File: src/rtl/scp_pkg.sv
// Shared constants, types and helpers of the sync, clamp and aux-pin control
package scp_pkg;

  // ==========================================================
  // Register offsets
  localparam logic [7:0] SCP_ADDR_PRE_COAST = 8'h11;
  localparam logic [7:0] SCP_ADDR_POST_COAST = 8'h12;
  localparam logic [7:0] SCP_ADDR_MISC = 8'h13;
  localparam logic [7:0] SCP_ADDR_START_HI = 8'h14;
  localparam logic [7:0] SCP_ADDR_START_LO = 8'h15;
  localparam logic [7:0] SCP_ADDR_CLAMP_WIDTH = 8'h16;
  localparam logic [7:0] SCP_ADDR_STATUS = 8'h1e;
  localparam logic [7:0] SCP_ADDR_CTRL = 8'h1f;

  // ==========================================================
  // Reset values
  localparam logic [7:0] SCP_RST_PRE_COAST = 8'h04;
  localparam logic [7:0] SCP_RST_POST_COAST = 8'h04;
  localparam logic [7:0] SCP_RST_MISC = 8'h04;
  localparam logic [4:0] SCP_RST_START_HI = 5'h00;
  localparam logic [7:0] SCP_RST_START_LO = 8'h03;
  localparam logic [7:0] SCP_RST_CLAMP_WIDTH = 8'h10;
  localparam logic [7:0] SCP_RST_CTRL = 8'h06;

  // ==========================================================
  // Field positions
  localparam int SCP_MISC_LOCK1_BIT = 0;
  localparam int SCP_MISC_LOCK2_BIT = 1;
  localparam int SCP_MISC_PIN_DIS_BIT = 3;
  localparam int SCP_MISC_FUNC_LSB = 4;
  localparam int SCP_MISC_XCLK_HALF_BIT = 6;
  localparam int SCP_MISC_XCLK_OFF_BIT = 7;
  localparam int SCP_CTRL_SRC_BIT = 0;
  localparam int SCP_CTRL_DCR_EN_BIT = 1;
  localparam int SCP_CTRL_BLACK_EN_BIT = 2;
  localparam int SCP_START_HI_W = 5;
  localparam int SCP_START_W = 13;
  localparam int SCP_LINE_W = 12;
  localparam int SCP_TMO_W = 23;

  // Narrower widths produce no pulse at all
  localparam logic [7:0] SCP_CLAMP_MIN_WIDTH = 8'h02;

  // ==========================================================
  // Timing
  localparam int unsigned SCP_CLK_FREQ_HZ = 50_000_000;
  localparam int unsigned SCP_UPD_DELAY_MS = 100;
  localparam int unsigned SCP_UPD_DELAY_CYC =
    SCP_UPD_DELAY_MS * (SCP_CLK_FREQ_HZ / 1000);

  // ==========================================================
  // Aux pin roles, in field encoding order
  typedef enum logic [1:0] {
    SCP_AUX_CLK_INVERT,
    SCP_AUX_EXT_CLAMP,
    SCP_AUX_EXT_COAST,
    SCP_AUX_EXT_PIXEL_CLOCK
  } scp_aux_mode_t;

  function automatic logic scp_rise(input logic cur, input logic prev);
    scp_rise = cur & ~prev;
  endfunction

  function automatic logic scp_fall(input logic cur, input logic prev);
    scp_fall = ~cur & prev;
  endfunction

endpackage

File: src/rtl/scp_clamp_gen.sv
// Internal clamp pulse generator timed from the sync trailing edge
`timescale 1ns/100ps
`default_nettype none
module scp_clamp_gen
  import scp_pkg::*;
(
  // Clock and reset
  input wire logic clk_in,
  input wire logic rstn_in,
  // Timing
  input wire logic trail_in,
  input wire logic [12:0] start_in,
  input wire logic [7:0] width_in,
  // Pulse
  output logic clamp_out
);

  typedef enum logic [1:0] {
    SCP_CLP_IDLE,
    SCP_CLP_COUNT,
    SCP_CLP_PULSE
  } scp_clp_st_t;

  typedef struct packed {
    scp_clp_st_t st;
    logic [12:0] pix;
    logic [7:0] wid;
    logic clamp;
  } scp_clp_state_t;

  scp_clp_state_t s_ff;
  scp_clp_state_t nxt_s;

  // ==========================================================
  // Pixel count and pulse
  always_comb
  begin
    nxt_s = s_ff;
    case (s_ff.st)
      SCP_CLP_IDLE:
      begin
        if (trail_in)
        begin
          nxt_s.pix = 13'h0000;
          nxt_s.st = SCP_CLP_COUNT;
        end
      end
      SCP_CLP_COUNT:
      begin
        if (trail_in)
        begin
          nxt_s.pix = 13'h0000;
        end
        else if (s_ff.pix == start_in)
        begin
          if (width_in >= SCP_CLAMP_MIN_WIDTH)
          begin
            nxt_s.clamp = 1'b1;
            nxt_s.wid = width_in - 8'h01;
            nxt_s.st = SCP_CLP_PULSE;
          end
          else
          begin
            nxt_s.st = SCP_CLP_IDLE;
          end
        end
        else
        begin
          nxt_s.pix = s_ff.pix + 13'h0001;
        end
      end
      SCP_CLP_PULSE:
      begin
        if (s_ff.wid == 8'h00)
        begin
          nxt_s.clamp = 1'b0;
          nxt_s.st = SCP_CLP_IDLE;
        end
        else
        begin
          nxt_s.wid = s_ff.wid - 8'h01;
        end
      end
      default:
      begin
        nxt_s.clamp = 1'b0;
        nxt_s.st = SCP_CLP_IDLE;
      end
    endcase
  end

  always_ff @(posedge clk_in or negedge rstn_in)
  begin
    if (!rstn_in)
    begin
      s_ff <= '0;
    end
    else
    begin
      s_ff <= nxt_s;
    end
  end

  assign clamp_out = s_ff.clamp;

  // ==========================================================
  // Checks
  logic [7:0] chk_len_ff;
  logic [7:0] chk_wid_ff;

  always_ff @(posedge clk_in or negedge rstn_in)
  begin
    if (!rstn_in)
    begin
      chk_len_ff <= 8'h00;
      chk_wid_ff <= 8'h00;
    end
    else if (nxt_s.clamp && !s_ff.clamp)
    begin
      chk_len_ff <= 8'h01;
      chk_wid_ff <= width_in;
    end
    else if (s_ff.clamp)
    begin
      chk_len_ff <= chk_len_ff + 8'h01;
    end
  end
endmodule // scp_clamp_gen
`default_nettype wire

File: src/rtl/scp_xclk_gen.sv
// Crystal clock output: full rate, half rate or held low
`timescale 1ns/100ps
`default_nettype none
module scp_xclk_gen
  import scp_pkg::*;
(
  // Clock and reset
  input wire logic clk_in,
  input wire logic rstn_in,
  // Crystal square wave pin and controls
  input wire logic xtal_in,
  input wire logic half_in,
  input wire logic off_in,
  // Output
  output logic crystal_clock_out
);

  typedef struct packed {
    logic s1;
    logic s2;
    logic prev;
    logic half;
    logic out;
  } scp_xclk_state_t;

  scp_xclk_state_t s_ff;
  scp_xclk_state_t nxt_s;

  always_comb
  begin
    nxt_s = s_ff;
    nxt_s.s1 = xtal_in;
    nxt_s.s2 = s_ff.s1;
    nxt_s.prev = s_ff.s2;
    if (scp_rise(s_ff.s2, s_ff.prev))
    begin
      nxt_s.half = ~s_ff.half;
    end
    if (off_in)
    begin
      nxt_s.out = 1'b0;
    end
    else if (half_in)
    begin
      nxt_s.out = s_ff.half;
    end
    else
    begin
      nxt_s.out = s_ff.s2;
    end
  end

  always_ff @(posedge clk_in or negedge rstn_in)
  begin
    if (!rstn_in)
    begin
      s_ff <= '0;
    end
    else
    begin
      s_ff <= nxt_s;
    end
  end

  assign crystal_clock_out = s_ff.out;
endmodule // scp_xclk_gen
`default_nettype wire

File: src/rtl/scp_aux_ctrl.sv
// Sync edge select, aux pin function, clamp, coast and register control
// Operation
// - First sync locks on its trailing edge when its edge bit is 0, else leading.
// - Second sync locks on its trailing edge when its edge bit is 0, else leading.
// - With the pin disable bit set the aux pin reads as low, otherwise it is used.
// - Two function bits pick the pin role: clock invert, clamp, coast, pixel clock.
// - Each clamp pulse fires DC restore and black-level start when enabled and always updates offsets.
// - Outside external clamp mode the clamp pulse is made internally every line.
// - In external clamp mode offsets change at the external pulse's leading edge.
// - Without a clamp pulse a gain or offset write takes effect after a 100 ms timeout.
// - Crystal output runs at crystal rate with its rate bit 0, half rate with 1.
// - With its disable bit 1 the crystal output is held low.
// - A 13-bit start pixel after the sync trailing edge begins restore and black-level work.
// - The start pixel is five upper bits in one register and eight lower in the next.
// - The clamp width sets the restore pulse length and does not touch black-level work.
// - A clamp width of 0 or 1 produces no clamp pulse.
// - Coast holds the loop for programmed line counts before and after vertical sync.
//
// Local design decision: strobed register access.
`timescale 1ns/100ps
`default_nettype none
module scp_aux_ctrl
  import scp_pkg::*;
#(
  parameter int unsigned UPD_DELAY_CYCLES = SCP_UPD_DELAY_CYC
)
(
  // Clock and reset
  input wire logic clk_in,
  input wire logic rstn_in,
  // Register port
  input wire logic [7:0] addr_in,
  input wire logic [7:0] wdata_in,
  input wire logic wr_in,
  input wire logic rd_in,
  output logic [7:0] rdata_out,
  // Pins
  input wire logic first_hsync_input_in,
  input wire logic second_hsync_input_in,
  input wire logic vsync_in,
  input wire logic aux_function_pin_in,
  input wire logic xtal_in,
  // Gain or offset register written elsewhere
  input wire logic gain_offset_write_in,
  // Loop and analog controls
  output logic lock_pulse_out,
  output logic sample_clock_invert_out,
  output logic external_pixel_clock_sel_out,
  output logic coast_out,
  output logic clamp_out,
  output logic dc_restore_out,
  output logic auto_black_level_comp_start_out,
  output logic offset_update_out,
  output logic crystal_clock_output_out
);

  typedef struct packed {
    logic [7:0] pre;
    logic [7:0] post;
    logic [7:0] misc;
    logic [4:0] start_hi;
    logic [7:0] start_lo;
    logic [7:0] width;
    logic [7:0] ctrl;
    logic [7:0] rdata;
    logic [2:0] h1;
    logic [2:0] h2;
    logic [2:0] aux;
    logic [2:0] vs;
    logic lock;
    logic inv;
    logic pix_sel;
    logic [SCP_LINE_W-1:0] line_cnt;
    logic [SCP_LINE_W-1:0] frame_lines;
    logic [7:0] post_cnt;
    logic coast;
    logic clamp;
    logic dcr;
    logic black_start;
    logic upd;
    logic pending;
    logic [SCP_TMO_W-1:0] tmo;
  } scp_ctrl_state_t;

  scp_ctrl_state_t s_ff;
  scp_ctrl_state_t nxt_s;

  logic int_clamp;
  logic src2;
  logic sel_cur;
  logic sel_prev;
  logic lead;
  logic trail;
  logic lock_bit;
  logic aux_eff;
  scp_aux_mode_t mode;
  logic clamp_lvl;
  logic clamp_rise;
  logic pre_act;
  logic [12:0] line_sum;
  logic [12:0] start_pix;

  // ==========================================================
  // Decode of sync, pin and clamp source
  always_comb
  begin
    src2 = s_ff.ctrl[SCP_CTRL_SRC_BIT];
    // Bit 1 of each chain is the second sync stage, bit 2 its history
    sel_cur = src2 ? s_ff.h2[1] : s_ff.h1[1];
    sel_prev = src2 ? s_ff.h2[2] : s_ff.h1[2];
    lead = scp_rise(sel_cur, sel_prev);
    trail = scp_fall(sel_cur, sel_prev);
    lock_bit = src2 ? s_ff.misc[SCP_MISC_LOCK2_BIT]
                    : s_ff.misc[SCP_MISC_LOCK1_BIT];
    aux_eff = s_ff.aux[1] & ~s_ff.misc[SCP_MISC_PIN_DIS_BIT];
    mode = scp_aux_mode_t'(s_ff.misc[SCP_MISC_FUNC_LSB +: 2]);
    clamp_lvl = (mode == SCP_AUX_EXT_CLAMP) ? aux_eff : int_clamp;
    clamp_rise = scp_rise(clamp_lvl, s_ff.clamp);
    start_pix = {s_ff.start_hi, s_ff.start_lo};
    line_sum = {1'b0, s_ff.line_cnt} + {5'h00, s_ff.pre};
    pre_act = (s_ff.frame_lines != '0)
      && (line_sum >= {1'b0, s_ff.frame_lines});
  end

  scp_clamp_gen u_clamp_gen (
    .clk_in(clk_in),
    .rstn_in(rstn_in),
    .trail_in(trail),
    .start_in(start_pix),
    .width_in(s_ff.width),
    .clamp_out(int_clamp)
  );

  scp_xclk_gen u_xclk_gen (
    .clk_in(clk_in),
    .rstn_in(rstn_in),
    .xtal_in(xtal_in),
    .half_in(s_ff.misc[SCP_MISC_XCLK_HALF_BIT]),
    .off_in(s_ff.misc[SCP_MISC_XCLK_OFF_BIT]),
    .crystal_clock_out(crystal_clock_output_out)
  );

  // ==========================================================
  // Next state
  always_comb
  begin
    nxt_s = s_ff;
    // Two stages before any use, third is edge history
    nxt_s.h1 = {s_ff.h1[1:0], first_hsync_input_in};
    nxt_s.h2 = {s_ff.h2[1:0], second_hsync_input_in};
    nxt_s.aux = {s_ff.aux[1:0], aux_function_pin_in};
    nxt_s.vs = {s_ff.vs[1:0], vsync_in};

    // Register writes
    if (wr_in)
    begin
      case (addr_in)
        SCP_ADDR_PRE_COAST: nxt_s.pre = wdata_in;
        SCP_ADDR_POST_COAST: nxt_s.post = wdata_in;
        SCP_ADDR_MISC: nxt_s.misc = wdata_in;
        SCP_ADDR_START_HI: nxt_s.start_hi = wdata_in[SCP_START_HI_W-1:0];
        SCP_ADDR_START_LO: nxt_s.start_lo = wdata_in;
        SCP_ADDR_CLAMP_WIDTH: nxt_s.width = wdata_in;
        SCP_ADDR_CTRL: nxt_s.ctrl = {5'h00, wdata_in[2:0]};
        default: nxt_s.ctrl = s_ff.ctrl;
      endcase
    end

    // Register reads, unmapped reads zero
    nxt_s.rdata = 8'h00;
    if (rd_in)
    begin
      case (addr_in)
        SCP_ADDR_PRE_COAST: nxt_s.rdata = s_ff.pre;
        SCP_ADDR_POST_COAST: nxt_s.rdata = s_ff.post;
        SCP_ADDR_MISC: nxt_s.rdata = s_ff.misc;
        SCP_ADDR_START_HI: nxt_s.rdata = {3'h0, s_ff.start_hi};
        SCP_ADDR_START_LO: nxt_s.rdata = s_ff.start_lo;
        SCP_ADDR_CLAMP_WIDTH: nxt_s.rdata = s_ff.width;
        SCP_ADDR_STATUS:
          nxt_s.rdata = {2'h0, mode, aux_eff, s_ff.pending,
                         s_ff.coast, s_ff.clamp};
        SCP_ADDR_CTRL: nxt_s.rdata = s_ff.ctrl;
        default: nxt_s.rdata = 8'h00;
      endcase
    end

    // second input has its own bit
    nxt_s.lock = lock_bit ? lead : trail;

    nxt_s.inv = (mode == SCP_AUX_CLK_INVERT) & aux_eff;
    nxt_s.pix_sel = (mode == SCP_AUX_EXT_PIXEL_CLOCK)
      & ~s_ff.misc[SCP_MISC_PIN_DIS_BIT];

    // line count, pre and post coast
    if (scp_rise(s_ff.vs[1], s_ff.vs[2]))
    begin
      nxt_s.frame_lines = s_ff.line_cnt;
      nxt_s.line_cnt = '0;
    end
    else if (lead && s_ff.line_cnt != '1)
    begin
      nxt_s.line_cnt = s_ff.line_cnt + 12'h001;
    end
    if (scp_fall(s_ff.vs[1], s_ff.vs[2]))
    begin
      nxt_s.post_cnt = s_ff.post;
    end
    else if (lead && s_ff.post_cnt != 8'h00)
    begin
      nxt_s.post_cnt = s_ff.post_cnt - 8'h01;
    end
    if (mode == SCP_AUX_EXT_COAST)
    begin
      nxt_s.coast = aux_eff;
    end
    else
    begin
      // Next count, so coast has no gap as vertical sync ends
      nxt_s.coast = s_ff.vs[1] | (nxt_s.post_cnt != 8'h00) | pre_act;
    end

    nxt_s.clamp = clamp_lvl;
    nxt_s.dcr = clamp_lvl & s_ff.ctrl[SCP_CTRL_DCR_EN_BIT];
    nxt_s.black_start = clamp_rise & s_ff.ctrl[SCP_CTRL_BLACK_EN_BIT];
    nxt_s.upd = 1'b0;

    if (clamp_rise)
    begin
      nxt_s.upd = 1'b1;
      nxt_s.pending = 1'b0;
      nxt_s.tmo = '0;
    end
    else if (s_ff.pending)
    begin
      if (s_ff.tmo >= SCP_TMO_W'(UPD_DELAY_CYCLES - 1))
      begin
        nxt_s.upd = 1'b1;
        nxt_s.pending = 1'b0;
        nxt_s.tmo = '0;
      end
      else
      begin
        nxt_s.tmo = s_ff.tmo + 1'b1;
      end
    end
    // A write beside a clamp still waits for the next one
    if (gain_offset_write_in)
    begin
      nxt_s.pending = 1'b1;
      nxt_s.tmo = '0;
    end
  end

  // ==========================================================
  // State register
  always_ff @(posedge clk_in or negedge rstn_in)
  begin
    if (!rstn_in)
    begin
      s_ff <= '0;
      s_ff.pre <= SCP_RST_PRE_COAST;
      s_ff.post <= SCP_RST_POST_COAST;
      s_ff.misc <= SCP_RST_MISC;
      s_ff.start_hi <= SCP_RST_START_HI;
      s_ff.start_lo <= SCP_RST_START_LO;
      s_ff.width <= SCP_RST_CLAMP_WIDTH;
      s_ff.ctrl <= SCP_RST_CTRL;
    end
    else
    begin
      s_ff <= nxt_s;
    end
  end

  assign rdata_out = s_ff.rdata;
  assign lock_pulse_out = s_ff.lock;
  assign sample_clock_invert_out = s_ff.inv;
  assign external_pixel_clock_sel_out = s_ff.pix_sel;
  assign coast_out = s_ff.coast;
  assign clamp_out = s_ff.clamp;
  assign dc_restore_out = s_ff.dcr;
  assign auto_black_level_comp_start_out = s_ff.black_start;
  assign offset_update_out = s_ff.upd;
endmodule // scp_aux_ctrl
`default_nettype wire

File: config.mk
export PLATFORM = sky130hd
export DESIGN_NAME = scp_aux_ctrl
export DESIGN_NICKNAME = d
export VERILOG_FILES = /design/src/rtl/scp_pkg.sv /design/src/rtl/scp_clamp_gen.sv /design/src/rtl/scp_xclk_gen.sv /design/src/rtl/scp_aux_ctrl.sv
export SDC_FILE = /design/constraint.sdc
export NUM_CORES = 1
export LEC_CHECK = 0
export BUFFER_PORTS_ARGS = -buffer_cell sky130_fd_sc_hd__buf_4
export CAP_MARGIN = 20
export CORE_UTILIZATION = 58
export DETAILED_ROUTE_END_ITERATION = 10
export PLACE_DENSITY_LB_ADDON = 0.15
export SYNTH_ARGS = -nofsm -noshare
export SYNTH_HDL_FRONTEND = slang
export SYNTH_SLANG_ARGS = --single-unit
File: constraint.sdc
create_clock -name clk_in -period 4.6 [get_ports clk_in]
set_input_delay 0.92 -clock clk_in [delete_from_list [all_inputs] [get_ports clk_in]]
set_output_delay 0.92 -clock clk_in [all_outputs]
set_load 0.005 [all_outputs]
==> impl_table.tex <==
\begin{tabular}{lr}
\hline
Metric & Value \\
\hline
\multicolumn{2}{l}{\textbf{Synthesis}} \\
\quad Synth Instances & 856 \\
\quad Post-Synthesis Cell Area & 8583 sq um \\
\quad Main flop type after synthesis & sky130\_fd\_sc\_hd\_\_dfrtp\_1 \\
\quad Largest family of logic cells by synthesized area & simple AND/OR/NAND/NOR gates \\
\quad Async set-or-reset flop fraction in the synthesized netlist & 100.0\% \\
\quad Simple-gate portion of the synthesized area & 18.43\% \\
\quad Area fraction in compound gates after synthesis & 13.60\% \\
\quad Register bit count reported by yosys & 160 \\
\quad Count of flip-flops with a built-in enable after synthesis & 0 \\
\quad Net count of the mapped netlist & 909 \\
\quad Number of warnings printed during yosys synthesis & 0 \\
\quad Unique masters post-synth & 71 \\
\quad Synthesized-area fraction occupied by adder cells & 4.023\% \\
\quad Share of the yosys chip area belonging to registers & 46.76\% \\
\quad Multiplexer share of the synthesized area & 9.475\% \\
\quad Synthesized area divided by synthesized cell count & 10.03 sq um \\
\quad Share of the synthesized netlist area taken by xor and xnor gates & 4.184\% \\
\multicolumn{2}{l}{\textbf{Power}} \\
\quad Peak supply drop & 0.3613 mV \\
\quad Leakage power & 4.348 nW \\
\quad Power density over the cells & 404.2 nW/um\^{}2 \\
\quad Tot Pwr & 3.872 mW \\
\multicolumn{2}{l}{\textbf{Worst setup path}} \\
\quad CP max-delay cell & sky130\_fd\_sc\_hd\_\_dfrtp\_1 \\
\quad Launching instance or port of the critical path & s\_ff[49]\$\_DFFE\_PN0P\_ \\
\quad Arrival time worst endpoint & 3.76 ns \\
\quad Critical path launch point type & flop \\
\quad Delay of the slowest critical-path stage & 0.42 ns \\
\quad Worst EP required & 4.88 ns \\
\quad Endpoint class of the critical path & flop \\
\quad List of cells traversed by the critical path & ha\_1 -> inv\_1 -> fa\_1 -> nor2b\_1 -> o21ai\_0 -> nand2b\_1 -> nand2\_1 -> a21oi\_1 -> xor2\_1 -> ha\_1 -> and3\_1 -> a22o\_1 -> nor4\_1 -> o21ai\_0 -> o2111ai\_1 -> nor4b\_1 -> a41oi\_1 \\
\quad Gate family responsible for the most delay along the worst path & compound AO/OA/AOI/OAI gates \\
\quad Total buffers and inverters traversed by the critical path & 1 \\
\quad Worst Path Class, Setup & flop to flop \\
\quad Source of the worst register-to-register timing path & s\_ff[49]\$\_DFFE\_PN0P\_ \\
\quad Top fanout value on the critical path & 5 \\
\multicolumn{2}{l}{\textbf{GRT}} \\
\quad Number of antenna violations at the first check in global routing & 0 \\
\quad Wire length of the first global-routing pass & 32.78 mm \\
\quad Total gr overflow & 0 \\
\quad Number of global-route vias before repair & 6481 \\
\quad All-Layer GR Usage & 28.38\% \\
\quad Maximum number of pins on one net before global-route repair & 92 \\
\multicolumn{2}{l}{\textbf{Drt}} \\
\quad Final WL & 20.41 mm \\
\quad Average wire per standard cell & 18.88 microns \\
\quad Number of detailed-route iterations in the first pass & 6 \\
\quad Ratio of routed vias to standard cells & 6.288 \\
\quad Total via count in the routed design & 6797 \\
\quad Drt first-iter violations & 612 \\
\quad Number of DRC violations after detailed routing & 0 \\
\quad Detail Route Antenna Nets & 0 \\
\multicolumn{2}{l}{\textbf{STA}} \\
\quad Final number of max-transition violations & 0 \\
\quad Worst slew margin & 32.19\% \\
\quad Final Hold Fails & 0 \\
\quad Shortest period the worst path allows & 3.485 ns \\
\quad Pin slew with the least headroom to its limit & 1.012 ns \\
\quad Max Clock Freq & 0.2869 GHz \\
\quad Setup-failing EPs final & 0 \\
\quad Post-route clock skew & 0.007589 ns \\
\quad Final setup TNS & 0 ns \\
\quad Final cycle utilization of the critical path & 75.76\% \\
\quad Final setup slack of the worst path & 1.115 ns \\
\quad Setup repair after global routing missed its margin & false \\
\multicolumn{2}{l}{\textbf{Layout}} \\
\quad P\&R area growth vs syn & 11.60\% \\
\quad Final design utilization & 66.16\% \\
\quad Proportion of layout cells with a drive suffix above 1 & 18.28\% \\
\quad Count of non-filler cells in the finished layout & 1081 \\
\quad Layout net count & 937 \\
\quad Diode insertion count for antenna repair & 0 \\
\multicolumn{2}{l}{\textbf{Outcome}} \\
\quad Outcome & finished clean \\
\multicolumn{2}{l}{\textbf{Clocking}} \\
\quad Clock-pin transition on the worst setup and hold timing paths & 0.06 ns \\
\quad CTS Root Buffer Type & sky130\_fd\_sc\_hd\_\_clkbuf\_16 \\
\quad Maximum count of clock buffers along a single path & 2 \\
\quad Setup Fix Bufs, Post-CTS & 0 \\
\quad TritonCTS clock tree & built \\
\quad Total of hold buffers inserted after clock tree synthesis & 0 \\
\quad Count of instances resized after the clock tree is built & 0 \\
\quad Later-pin clock latency in the skew report & 0.43 ns \\
\quad TritonCTS Sinks & 160 \\
\quad TritonCTS buffer count & 17 \\
\quad CTS H-Tree Depth & 4 \\
\multicolumn{2}{l}{\textbf{Floorplanning}} \\
\quad Initial cell density of the core & 59.28\% \\
\quad Die W & 123.7 microns \\
\quad I/O Pins & 43 \\
\quad Placeable core region & 14480 sq um \\
\quad Die Footprint & 15290 sq um \\
\quad Std-Cell Rows & 44 \\
\quad Vertical extent of the die & 123.7 microns \\
\multicolumn{2}{l}{\textbf{Hold path}} \\
\quad Startpoint of the lowest-slack hold path & nxt\_s[65]\$\_DFF\_PN0\_ \\
\quad Type of the most critical hold path & flop to flop \\
\multicolumn{2}{l}{\textbf{Place}} \\
\quad Setup slack at placement & 1.168 ns \\
\quad IO buf count & 42 \\
\quad Number of cells in the design after placement & 1048 \\
\quad Sum of net half-perimeters after detailed placement & 14.69 mm \\
\quad Routability cong. & 0.9085 \\
\multicolumn{2}{l}{\textbf{Job}} \\
\quad Max-Cap Viols & 0 \\
\hline
\end{tabular}
## final timing paths
check                      slack [ns]                     to  cells past startpoint
max                              1.11    coast_out$_DFF_PN0_                     17
max reg2reg                      1.11    coast_out$_DFF_PN0_                     17
max in group asynchronous        3.04  s_ff[115]$_DFFE_PN1P_                      2
min reg2reg                      0.35    nxt_s[66]$_DFF_PN0_                      0
min                              0.35    nxt_s[66]$_DFF_PN0_                      0
min in group asynchronous        0.57    s_ff[9]$_DFFE_PN0P_                      1
## sequential cells by signal, indices dropped and copies added (netlist names), 2 cells and up
signal,count
nxt_s,8
u_clamp_gen.s_ff,23
u_xclk_gen.nxt_s,2
u_xclk_gen.s_ff,2
s_ff,105
rdata_out,8
mode,2
## layout make-up
| class | count | area, sq um |
|---|---|---|
| fill | 1114 | 4900 |
| tap | 184 | 230.2 |
| inverter | 32 | 120.1 |
| clock inverter | 12 | 123.9 |
| clock buffer | 20 | 446.7 |
| timing repair buffer | 48 | 375.4 |
| multi-input combinational | 625 | 4269 |
| sequential | 160 | 4014 |
## kinds of logic (layout without fill, tap and decap cells)
logic type | Yosys count | count (layout)
and+or+nand+nor | 313 | 313
AOI/OAI and AO/OA | 170 | 170
DFF | 160 | 160
muxes | 74 | 74
buffers and inverters | 71 | 112
xor gates and xnor gates | 41 | 41
adders and majority gates | 27 | 27
## per-layer routing
layer  GRT usage (%)  vias up  wire (microns)  part of all wire [%]
met1           36.84     3403            8821                    43
met3           4.945       45             778                   3.8
met5               0        -               0                     0
met4           11.22        0             567                   2.8
li1                -     3155               -                     -
met2           47.22      194           10240                    50
## per-stage QoR
stage | hold WS [ns] | cell area, sq um
2_1_floorplan | 0.3312 | 8583
3_3_place_gp | 0.3356 | 8982
3_5_place_dp | 0.3396 | 8997
4_1_cts | 0.3543 | 9568
5_1_grt | 0.3599 | 9579
6_report | 0.3518 | 9579
## where the power goes
group	total [mW]	leakage (nW)	switching, mW	internal [mW]
sequential	1.69	2.10	0.150	1.54
combinational	0.811	1.97	0.491	0.320
clock	1.38	0.278	0.602	0.773
## cell usage after synthesis, types with 3 or more instances
| cell type | number | area, sq um |
|---|---|---|
| sky130_fd_sc_hd__buf_1 | 5 | 18.77 |
| sky130_fd_sc_hd__ha_1 | 26 | 325.3 |
| sky130_fd_sc_hd__mux2i_1 | 16 | 160.2 |
| sky130_fd_sc_hd__nor3_1 | 17 | 85.08 |
| sky130_fd_sc_hd__dfrtp_1 | 152 | 3804 |
| sky130_fd_sc_hd__o21ai_0 | 42 | 210.2 |
| sky130_fd_sc_hd__a21oi_1 | 32 | 160.2 |
| sky130_fd_sc_hd__a22o_1 | 9 | 78.83 |
| sky130_fd_sc_hd__a221oi_1 | 5 | 43.79 |
| sky130_fd_sc_hd__and2_1 | 8 | 50.05 |
| sky130_fd_sc_hd__or2_2 | 5 | 31.28 |
| sky130_fd_sc_hd__mux2_2 | 58 | 653.1 |
| sky130_fd_sc_hd__buf_2 | 5 | 25.02 |
| sky130_fd_sc_hd__nor3b_1 | 3 | 22.52 |
| sky130_fd_sc_hd__dfstp_2 | 8 | 210.2 |
| sky130_fd_sc_hd__o21bai_1 | 3 | 22.52 |
| sky130_fd_sc_hd__nand4_1 | 12 | 75.07 |
| sky130_fd_sc_hd__xor2_1 | 21 | 183.9 |
| sky130_fd_sc_hd__nand2b_1 | 13 | 81.33 |
| sky130_fd_sc_hd__nor2_1 | 73 | 274.0 |
| sky130_fd_sc_hd__a222oi_1 | 3 | 30.03 |
| sky130_fd_sc_hd__a21o_1 | 11 | 82.58 |
| sky130_fd_sc_hd__nand3_1 | 45 | 225.2 |
| sky130_fd_sc_hd__or3_1 | 6 | 37.54 |
| sky130_fd_sc_hd__o31ai_1 | 8 | 60.06 |
| sky130_fd_sc_hd__clkbuf_1 | 21 | 78.83 |
| sky130_fd_sc_hd__xnor2_1 | 20 | 175.2 |
| sky130_fd_sc_hd__or4_1 | 3 | 22.52 |
| sky130_fd_sc_hd__nand2_1 | 76 | 285.3 |
| sky130_fd_sc_hd__and3_1 | 7 | 43.79 |
| sky130_fd_sc_hd__buf_4 | 8 | 60.06 |
| sky130_fd_sc_hd__nor4b_1 | 3 | 26.28 |
| sky130_fd_sc_hd__o311ai_0 | 12 | 105.1 |
| sky130_fd_sc_hd__a32o_1 | 3 | 30.03 |
| sky130_fd_sc_hd__inv_1 | 30 | 112.6 |
| sky130_fd_sc_hd__nor2b_1 | 12 | 75.07 |
| sky130_fd_sc_hd__a22oi_1 | 3 | 22.52 |
| sky130_fd_sc_hd__nor4_1 | 15 | 93.84 |
| sky130_fd_sc_hd__a211oi_1 | 5 | 37.54 |
| sky130_fd_sc_hd__a31oi_1 | 8 | 50.05 |
## placed cells by master (no fill, tap or decap), drive strengths merged, types with 7 or more instances in the layout
cell type  instances
nor3              20
and2               8
dfstp              8
a21oi             33
buf               48
a31oi              8
nand2b            13
o21ai             45
mux2              58
o31ai              8
o311ai            12
a22o               9
xor2              21
ha                26
inv               38
and3               7
nand2             76
nor4              16
clkbuf            20
nand3             45
a21o              11
xnor2             20
nor2b             12
mux2i             16
nand4             12
dfrtp            152
nor2              73
No activity file was read; power rests on OpenSTA's default activity.
